==> src/logic/hbd_pkg.sv <==
package hbd_pkg;

	// ----------------------------------------
	// status/control register layout
	// ----------------------------------------
	localparam int unsigned SCR_W            = 8;
	localparam int unsigned SCR_ALLOW_POS    = 7;
	localparam int unsigned SCR_ACTIVE_POS   = 6;
	localparam int unsigned SCR_CLKSEL_POS   = 5;
	localparam int unsigned SCR_WAIT_POS     = 4;
	localparam int unsigned SCR_WFAIL_POS    = 3;
	localparam int unsigned SCR_DFAIL_POS    = 2;
	localparam int unsigned SCR_SPARE1_POS   = 1;
	localparam int unsigned SCR_SPARE0_POS   = 0;
	localparam logic [7:0]  SCR_RESET        = 8'h00;
	localparam logic [7:0]  SCR_STATUS_MASK  = 8'h5C;
	localparam logic [7:0]  SCR_ALLOW_MASK   = 8'h80;
	localparam int unsigned MATCH_W          = 16;
	localparam logic [15:0] MATCH_RESET      = 16'h0000;

	// ----------------------------------------
	// serial command selectors
	// ----------------------------------------
	typedef enum logic [1:0]
	{
		HBD_CMD_NONE  = 2'b00,
		HBD_CMD_CTRL  = 2'b01,
		HBD_CMD_MATCH = 2'b10
	} hbd_cmd_t;

	typedef struct packed
	{
		logic        valid;
		hbd_cmd_t    cmd;
		logic [15:0] data;
	} hbd_ser_wr_t;

	typedef struct packed
	{
		logic wait_stop;
		logic wait_stop_fail;
		logic data_valid_fail;
	} hbd_core_stat_t;

	typedef enum logic [1:0]
	{
		HBD_BRK_NONE    = 2'b00,
		HBD_BRK_HALT    = 2'b01,
		HBD_BRK_SOFTINT = 2'b10
	} hbd_brk_kind_t;

endpackage

==> src/logic/hbd_tag_queue.sv <==
`timescale 1ns/100ps
module hbd_tag_queue #(
	parameter int unsigned DEPTH = 3
)(
	input  wire logic i_sys_clk,
	input  wire logic i_srst,
	input  wire logic i_enq,
	input  wire logic i_enq_mark,
	input  wire logic i_deq,
	input  wire logic i_flush,
	output logic      o_head_mark
);
	localparam int unsigned      CNT_W    = $clog2(DEPTH + 1);
	localparam logic [CNT_W-1:0] FULL_CNT = CNT_W'(DEPTH);

	logic [DEPTH-1:0] mark_q;
	logic [DEPTH-1:0] mark_d;
	logic [CNT_W-1:0] cnt_q;
	logic [CNT_W-1:0] cnt_d;

	// ----------------------------------------
	// mark shift queue
	// ----------------------------------------
	always_comb
	begin
		mark_d = mark_q;
		cnt_d  = cnt_q;
		if (i_flush)
		begin
			mark_d = '0;
			cnt_d  = '0;
		end
		else
		begin
			if (i_deq && cnt_d != '0)
			begin
				mark_d = {1'b0, mark_d[DEPTH-1:1]};
				cnt_d  = cnt_d - 1'b1;
			end
			if (i_enq && cnt_d < FULL_CNT)
			begin
				mark_d[cnt_d] = i_enq_mark;
				cnt_d         = cnt_d + 1'b1;
			end
		end
	end

	always_ff @(posedge i_sys_clk)
	begin
		if (i_srst)
		begin
			mark_q <= '0;
			cnt_q  <= '0;
		end
		else
		begin
			mark_q <= mark_d;
			cnt_q  <= cnt_d;
		end
	end

	assign o_head_mark = (cnt_q != '0) && mark_q[0];

endmodule

==> src/logic/hbd_debug_ctrl.sv <==
`timescale 1ns/100ps
module hbd_debug_ctrl #(
	parameter int unsigned QUEUE_DEPTH = 3
)(
	input  wire logic                    i_sys_clk,
	input  wire logic                    i_srst,
	input  wire logic                    i_breakpoint_request_enable,
	input  wire logic                    i_tag_select,
	input  wire logic                    i_trigger,
	input  wire logic                    i_queue_load,
	input  wire logic                    i_queue_advance,
	input  wire logic                    i_queue_flush,
	input  wire logic                    i_insn_done,
	input  wire logic                    i_background_exit,
	input  wire hbd_pkg::hbd_core_stat_t i_core_stat,
	input  wire hbd_pkg::hbd_ser_wr_t    i_ser_wr,
	output logic                         o_tag_suppress,
	output hbd_pkg::hbd_brk_kind_t       o_brk_kind,
	output logic                         o_background_active_flag,
	output logic [7:0]                   o_debug_status_control_register,
	output logic [15:0]                  o_debug_match_address_register,
	output logic                         o_clock_source_select
);
	logic [7:0]  ctrl_q;
	logic [7:0]  ctrl_d;
	logic [15:0] match_q;
	logic [15:0] match_d;
	logic        active_q;
	logic        active_d;
	logic        force_pend_q;
	logic        force_pend_d;
	hbd_pkg::hbd_core_stat_t stat_q;
	hbd_pkg::hbd_brk_kind_t  kind_q;
	hbd_pkg::hbd_brk_kind_t  kind_d;
	logic        brk_req;
	logic        head_mark;
	logic        take_brk;
	logic        allow;

	// ----------------------------------------
	// breakpoint request
	// ----------------------------------------
	// gate triggers by enable
	assign brk_req = i_breakpoint_request_enable && i_trigger;
	assign allow   = ctrl_q[hbd_pkg::SCR_ALLOW_POS];

	hbd_tag_queue #(
		.DEPTH       (QUEUE_DEPTH)
	) u_tag_queue (
		.i_sys_clk   (i_sys_clk),
		.i_srst      (i_srst),
		.i_enq       (i_queue_load),
		.i_enq_mark  (brk_req && i_tag_select),
		.i_deq       (i_queue_advance),
		.i_flush     (i_queue_flush),
		.o_head_mark (head_mark)
	);

	assign o_tag_suppress = head_mark && i_queue_advance && !i_queue_flush && !active_q;

	// ----------------------------------------
	// entry decision
	// ----------------------------------------
	always_comb
	begin
		force_pend_d = force_pend_q;
		take_brk     = 1'b0;
		if (brk_req && !i_tag_select && !active_q)
		begin
			force_pend_d = 1'b1;
		end
		if ((force_pend_d && i_insn_done) || o_tag_suppress)
		begin
			take_brk     = 1'b1;
			force_pend_d = 1'b0;
		end
		kind_d = hbd_pkg::HBD_BRK_NONE;
		if (take_brk)
		begin
			kind_d = allow ? hbd_pkg::HBD_BRK_HALT : hbd_pkg::HBD_BRK_SOFTINT;
		end
		active_d = active_q;
		if (i_background_exit)
		begin
			active_d = 1'b0;
		end
		if (kind_d == hbd_pkg::HBD_BRK_HALT)
		begin
			active_d = 1'b1;
		end
	end

	// ----------------------------------------
	// serial registers
	// ----------------------------------------
	always_comb
	begin
		ctrl_d  = ctrl_q;
		match_d = match_q;
		if (i_ser_wr.valid && i_ser_wr.cmd == hbd_pkg::HBD_CMD_CTRL)
		begin
			ctrl_d = (ctrl_q & (hbd_pkg::SCR_STATUS_MASK | hbd_pkg::SCR_ALLOW_MASK))
				| (i_ser_wr.data[7:0] & ~(hbd_pkg::SCR_STATUS_MASK | hbd_pkg::SCR_ALLOW_MASK));
			if (!active_q)
			begin
				ctrl_d[hbd_pkg::SCR_ALLOW_POS] = i_ser_wr.data[hbd_pkg::SCR_ALLOW_POS];
			end
		end
		if (i_ser_wr.valid && i_ser_wr.cmd == hbd_pkg::HBD_CMD_MATCH)
		begin
			match_d = i_ser_wr.data;
		end
	end

	always_ff @(posedge i_sys_clk)
	begin
		if (i_srst)
		begin
			ctrl_q       <= hbd_pkg::SCR_RESET;
			match_q      <= hbd_pkg::MATCH_RESET;
			active_q     <= 1'b0;
			force_pend_q <= 1'b0;
			kind_q       <= hbd_pkg::HBD_BRK_NONE;
			stat_q       <= '0;
		end
		else
		begin
			ctrl_q       <= ctrl_d;
			match_q      <= match_d;
			active_q     <= active_d;
			force_pend_q <= force_pend_d;
			kind_q       <= kind_d;
			stat_q       <= i_core_stat;
		end
	end

	always_comb
	begin
		o_debug_status_control_register = ctrl_q & ~hbd_pkg::SCR_STATUS_MASK;
		o_debug_status_control_register[hbd_pkg::SCR_ACTIVE_POS] = active_q;
		o_debug_status_control_register[hbd_pkg::SCR_WAIT_POS]   = stat_q.wait_stop;
		o_debug_status_control_register[hbd_pkg::SCR_WFAIL_POS]  = stat_q.wait_stop_fail;
		o_debug_status_control_register[hbd_pkg::SCR_DFAIL_POS]  = stat_q.data_valid_fail;
	end

	assign o_debug_match_address_register = match_q;
	assign o_clock_source_select          = ctrl_q[hbd_pkg::SCR_CLKSEL_POS];
	assign o_background_active_flag       = active_q;
	assign o_brk_kind                     = kind_q;
endmodule

==> config.mk <==
export PLATFORM = sky130hd
export DESIGN_NAME = hbd_debug_ctrl
export DESIGN_NICKNAME = d
export VERILOG_FILES = /design/src/logic/hbd_pkg.sv /design/src/logic/hbd_tag_queue.sv /design/src/logic/hbd_debug_ctrl.sv
export SDC_FILE = /design/constraint.sdc
export NUM_CORES = 1
export LEC_CHECK = 0
export CAP_MARGIN = 20
export CORE_AREA = 3 3 52 54
export CTS_BUF_LIST = sky130_fd_sc_hd__clkbuf_16
export CTS_CLUSTER_SIZE = 10
export DETAILED_ROUTE_END_ITERATION = 10
export DIE_AREA = 0 0 55 57
export DONT_BUFFER_PORTS = 1
export PLACE_DENSITY = 0.84
export SLEW_MARGIN = 10
export SYNTH_ARGS = -nofsm -noshare
export SYNTH_HDL_FRONTEND = slang
export SYNTH_SLANG_ARGS = --single-unit
==> constraint.sdc <==
create_clock -name i_sys_clk -period 2.95 [get_ports i_sys_clk]
set_input_delay 0.59 -clock i_sys_clk [delete_from_list [all_inputs] [get_ports i_sys_clk]]
set_output_delay 0.59 -clock i_sys_clk [all_outputs]
set_load 0.03 [all_outputs]
* After elaboration in Yosys (flattened, before gate mapping) *
Index checks and enable logic that the tools add are counted.
Widths: inputs -> output; s select.

operators by class
  add/sub/neg operators = 2
  magnitude comparators = 3
  eq/ne operators = 3
  mux-type cells = 16
  bitwise logic cells = 1
  reductions and logical operators = 22

operator list
  cell                 number
  $logic_and 1x1->1    14
  $mux 2               5
  $mux 3               3
  $or 8x6->8           1
  $mux 1               6
  $eq 2x1->1 const B   2
  $reduce_bool 2->1    2
  $reduce_or 2->1      2
  $bwmux 3             1
  $logic_not 1->1      3
  $lt 2x3->1 const B   1
  $add 2x1->2 const B  1
  $demux 1 s2          1
  $eq 2x2->1 const B   1
  $ge 2x1->1 const B   1
  $lt 2x2->1 const B   1
  $sub 2x1->2 const B  1
  $logic_or 1x1->1     1

storage, ports and cells
  bits in registers = 36
  bits of input ports = 32
  output and inout port bits = 29

* Depth between registers and ports, before layout *
  depth after elaboration = 10
  gate-level depth with buffers = 10
  mapped depth without buffers = 9

* By module *
From an unflattened synthesis, not the netlist that was laid out.

unflattened totals
  cells, all modules = 151
  area, all modules = 1,358.8 um2

by module, submodules not included
  module          instances  cells each  area an instance (um2)
  hbd_debug_ctrl  1          113         1,007.2
  hbd_tag_queue   1          38          351.6

* Worst setup path before layout *
OpenSTA, ideal clock, no wires.

  path type = register to register
  from = register u_tag_queue.cnt_q[0]
  to = register u_tag_queue.mark_q[2]
  data arrival time = 1.997 ns
  slack = 0.868 ns
  stages on the path, launching flop included = 11
  clock period less this slack = 2.082 ns
  cells stage by stage = dfxtp_1 > inv_1 > ha_1 > nand2b_4 > buf_6 > mux2_2 > inv_1 > ha_1 > nand2b_1 > or3_1 > a211oi_1

between the ends
  longest elaborated chain between the ends = 10
  elaborated cells on any way between the ends = 16
  classes of those cells = add/sub: 1; order compare: 3; mux: 8; reduce/logical: 4

ends and longest elaborated chain
  what                                                RTL line             text
  start, declared                                     hbd_tag_queue.sv:18  logic [CNT_W-1:0] cnt_q;
  start signal, assigned                              hbd_tag_queue.sv:58  cnt_q <= cnt_d;
  branches (longest 9 deep; another with $lt 2x3->1)  -
  $mux 3 (*)                                          hbd_tag_queue.sv:40  if (i_enq && cnt_d < FULL_CNT)
  end signal, assigned                                hbd_tag_queue.sv:57  mark_q <= mark_d;
  end, declared                                       hbd_tag_queue.sv:16  logic [DEPTH-1:0] mark_q;

Every way passes the cells marked *. The select of a mux whose other input is x is not followed.
A chain may end at the register's enable or synchronous reset.

* Worst setup path in the final report *
  from = register u_tag_queue.cnt_q[0]
  to = output o_tag_suppress

between the ends
  longest elaborated chain between the ends = 5

ends and longest elaborated chain
  what                            RTL line              text
  $reduce_bool 2->1               hbd_tag_queue.sv:62   assign o_head_mark = (cnt_q != '0) && mark_q[0];
  $logic_and 1x1->1               hbd_tag_queue.sv:62
  $logic_and 1x1->1 (3 in a row)  hbd_debug_ctrl.sv:59  assign o_tag_suppress = head_mark && i_queue_advance && !i_queue_flush && !active_q;
  end, declared                   hbd_debug_ctrl.sv:17  output logic o_tag_suppress,

No other way between the ends.

==> results.py <==
metrics = {
    "status": {
        "status": "completed",
    },
    "floorplan": {
        "dieWidth_um": 55,
        "rows": 17,
        "io_pins": 61,
        "core_area_mm2": 0.002255,
        "start_util_pct": 59.66,
        "die_h_um": 57,
        "die_area_mm2": 0.003135,
    },
    "clock_tree": {
        "root_buffer": "clkbuf_16",
        "cts_resized": 0,
        "clkTransAtPathRegs_ns": 0.04,
        "cts_setup_buffers": 0,
        "holdBufCountCts": 0,
        "cts_tree": "done",
        "htreeDepth": 2,
        "cts_inserted_buffers": 5,
        "clockBufferDepth": 2,
        "clock_latency_ns": 0.26,
        "cts_sinks": 32,
    },
    "sta": {
        "drv_slew": 0,
        "finalHoldViolations": 0,
        "fin_crit_ns": 2.354,
        "fin_setup_tns_ns": 0,
        "tightest_slew_ns": 0.7321,
        "finalCritPeriodShare_pct": 79.78,
        "rsz0062_at_grt": "no",
        "fin_skew_ns": 0.003342,
        "max_freq_mhz": 424.9,
        "setup_viol": 0,
        "maxSlewHeadroom_pct": 51.13,
    },
    "layout": {
        "antennaDiodeCount": 0,
        "fin_cells": 173,
        "nets": 182,
        "drive_gt1_share_pct": 8.966,
        "regArea_um2": 640.6,
        "fillers": 202,
        "multi_input_area_um2": 631.9,
        "syn2layout_area_growth_pct": 8.837,
    },
    "setup_path": {
        "path_delay_family": "simple AND/OR/NAND/NOR gates",
        "path_buf_inv": 2,
        "reg2reg_slack_ns": 0.72,
        "path_cells": "inv_1 > ha_1 > nand2b_4 > or4b_4 > inv_2",
        "crit_fanout": 7,
        "arrival_ns": 1.76,
        "rr_startpoint": "u_tag_queue.cnt_q[0]",
        "critPathLaunchType": "register",
        "slowest_stage": "or4b_4",
        "worstPathRequired_ns": 2.36,
        "slowest_delay_ns": 0.54,
        "criticalPathCategory": "reg2out",
        "endpoint_kind": "primary output",
        "cp-startpoint": "u_tag_queue.cnt_q[0]",
    },
    "logic_synthesis": {
        "synthCells": 147,
        "synth_edf_count": 0,
        "avgSynthCellArea_um2": 9.150,
        "synth_fp_nets": 184,
        "ys.flop_type": "dfxtp_1",
        "async_reset_ff_share_pct": 0,
        "synth_area_mm2": 0.001345,
        "ys_warn_count": 0,
        "synthDistinctLibCells": 37,
        "ys_seq_area_share_pct": 47.63,
        "synth-seq-cells": 32,
    },
    "power": {
        "combPwrFrac_pct": 7.6,
        "p_leak_nw": 0.5840,
        "intPower_uw": 786.5,
        "p_seq_share_pct": 47.5,
        "vdd_drop_max_mv": 0.6587,
        "p_per_area_mw_per_mm2": 693.5,
        "p_switching_uw": 228.7,
        "switching_share_pct": 22.53,
        "pwr-share-clk_pct": 44.9,
    },
    "global_route": {
        "grt_usage_pct": 19.09,
        "grt_pass1_vias": 1049,
        "antenna_found_initial": 0,
        "grt_pass1_wl_um": 4333,
        "overflow": 0,
        "grt_max_degree": 33,
    },
    "routing": {
        "drcViolationCount": 0,
        "drt-vias-per-instance": 5.751,
        "finalWirelength_um": 2794,
        "drtIter0Drc": 16,
        "dr.pass1.iters": 4,
        "route.vias.total": 995,
        "wl_per_cell_um": 16.15,
        "ant_nets": 0,
    },
    "place": {
        "place_congestion": 0.6883,
        "dp_hpwl_um": 2149,
        "portBuffers": 0,
        "dp.cells": 166,
    },
    "job": {
        "maxCapViolCount": 0,
    },
    "hold_path": {
        "holdCritPathClass": "in2reg",
        "hold_start": "i_queue_flush",
    },
}
-- cell type report --
cell class	instances	area share, %
sequential	32	43.76
multi-input combinational	100	43.16
clock buffer	5	8.547
tap	28	2.393
inverter	6	1.538
clock inverter	2	0.5983
-- synthesized netlist by cell type (all sizes together) (2+ instances only) --
cell	count	area, um^2
ha	5	62.56
buf	6	38.78
nand3b	2	15.01
a21oi	18	90.09
and3	2	12.51
o21ai	2	10.00
nand2b	4	32.53
nor2	5	18.77
nor2b	5	31.28
dfxtp	32	640.6
nand2	34	127.6
clkbuf	3	11.26
inv	6	22.52
a2111oi	3	32.53
mux2i	5	50.05
a211oi	2	20.02
-- flip-flops by register name, summed over array words and instances, names as in the netlist --
| register | cells |
|---|---|
| o_brk_kind | 2 |
| o_debug_match_address_register | 16 |
| ctrl_q | 4 |
| o_background_active_flag | 1 |
| u_tag_queue.cnt_q | 2 |
| force_pend_q | 1 |
| o_debug_status_control_register | 3 |
| u_tag_queue.mark_q | 3 |
-- power groups by stage --
stage | Combinational (mW) | Clock (mW) | Sequential [mW]
floorplan | 0.0724 | 0 | 0.487
global placement | 0.0687 | 0 | 0.490
detailed placement | 0.0772 | 0 | 0.491
CTS | 0.0774 | 0.467 | 0.483
global route | 0.0871 | 0.488 | 0.484
finish | 0.0771 | 0.456 | 0.482
-- worst register-to-register path, cell delays in order, from the launching register on --
cell and delay [ns]:
dfxtp_1 0.35, inv_1 0.07, ha_1 0.19, nand2b_4 0.18, mux2_2 0.29, inv_1 0.07, ha_1 0.19, nand2b_1 0.20
or3_1 0.37, a211oi_1 0.23
-- path summary, 6_finish.rpt --
check	endpoint	cells after the start
worst max-delay path	o_tag_suppress	5
worst min-delay path	u_tag_queue.cnt_q[1]	1
worst max register to register	u_tag_queue.mark_q[2]	9
worst min register to register	force_pend_q	2
-- kinds of logic after synthesis --
| family | share of synthesized area, % |
|---|---|
| xor gates and xnor gates | 2.326 |
| muxes | 4.558 |
| and+or+nand+nor | 22.42 |
| AOI/OAI and AO/OA | 13.02 |
| adders and majority gates | 4.651 |
| buffers and inverters | 5.395 |
| DFF | 47.63 |
-- placed cells by master, fill, tap and decap left out, drive strengths merged, types with 2 or more instances in the layout --
cell type / count
nand2: 34
dfxtp: 32
a21oi: 18
inv: 7
nor2b: 5
nor2: 5
mux2i: 5
ha: 5
clkbuf: 5
nand2b: 4
a2111oi: 3
nand3b: 2
and3: 2
o21ai: 2
a211oi: 2
-- routing by layer --
| metal | up-vias | track usage (%) | share of wire, % |
|---|---|---|---|
| li1 | 489 | - | - |
| met1 | 454 | 19.15 | 36 |
| met2 | 46 | 32.77 | 53 |
| met3 | 6 | 9.399 | 9.9 |
| met4 | 0 | 7.292 | 1.5 |
| met5 | - | 0 | 0 |
-- stage by stage --
step	power, mW	setup WS (ns)	area [um^2]	utilization [%]	hold slack, ns
finish	1.015	0.5965	1464	64.93	0.3913
global route	1.059	0.5282	1464	64.93	0.3805
CTS	1.027	0.5775	1464	64.93	0.3825
detailed placement	0.5683	0.6956	1330	58.99	0.4965
global placement	0.5590	0.9040	1330	58.99	0.4817
floorplan	0.5595	0.8676	1345	-	0.4701
No activity file was read; power rests on OpenSTA's default activity.
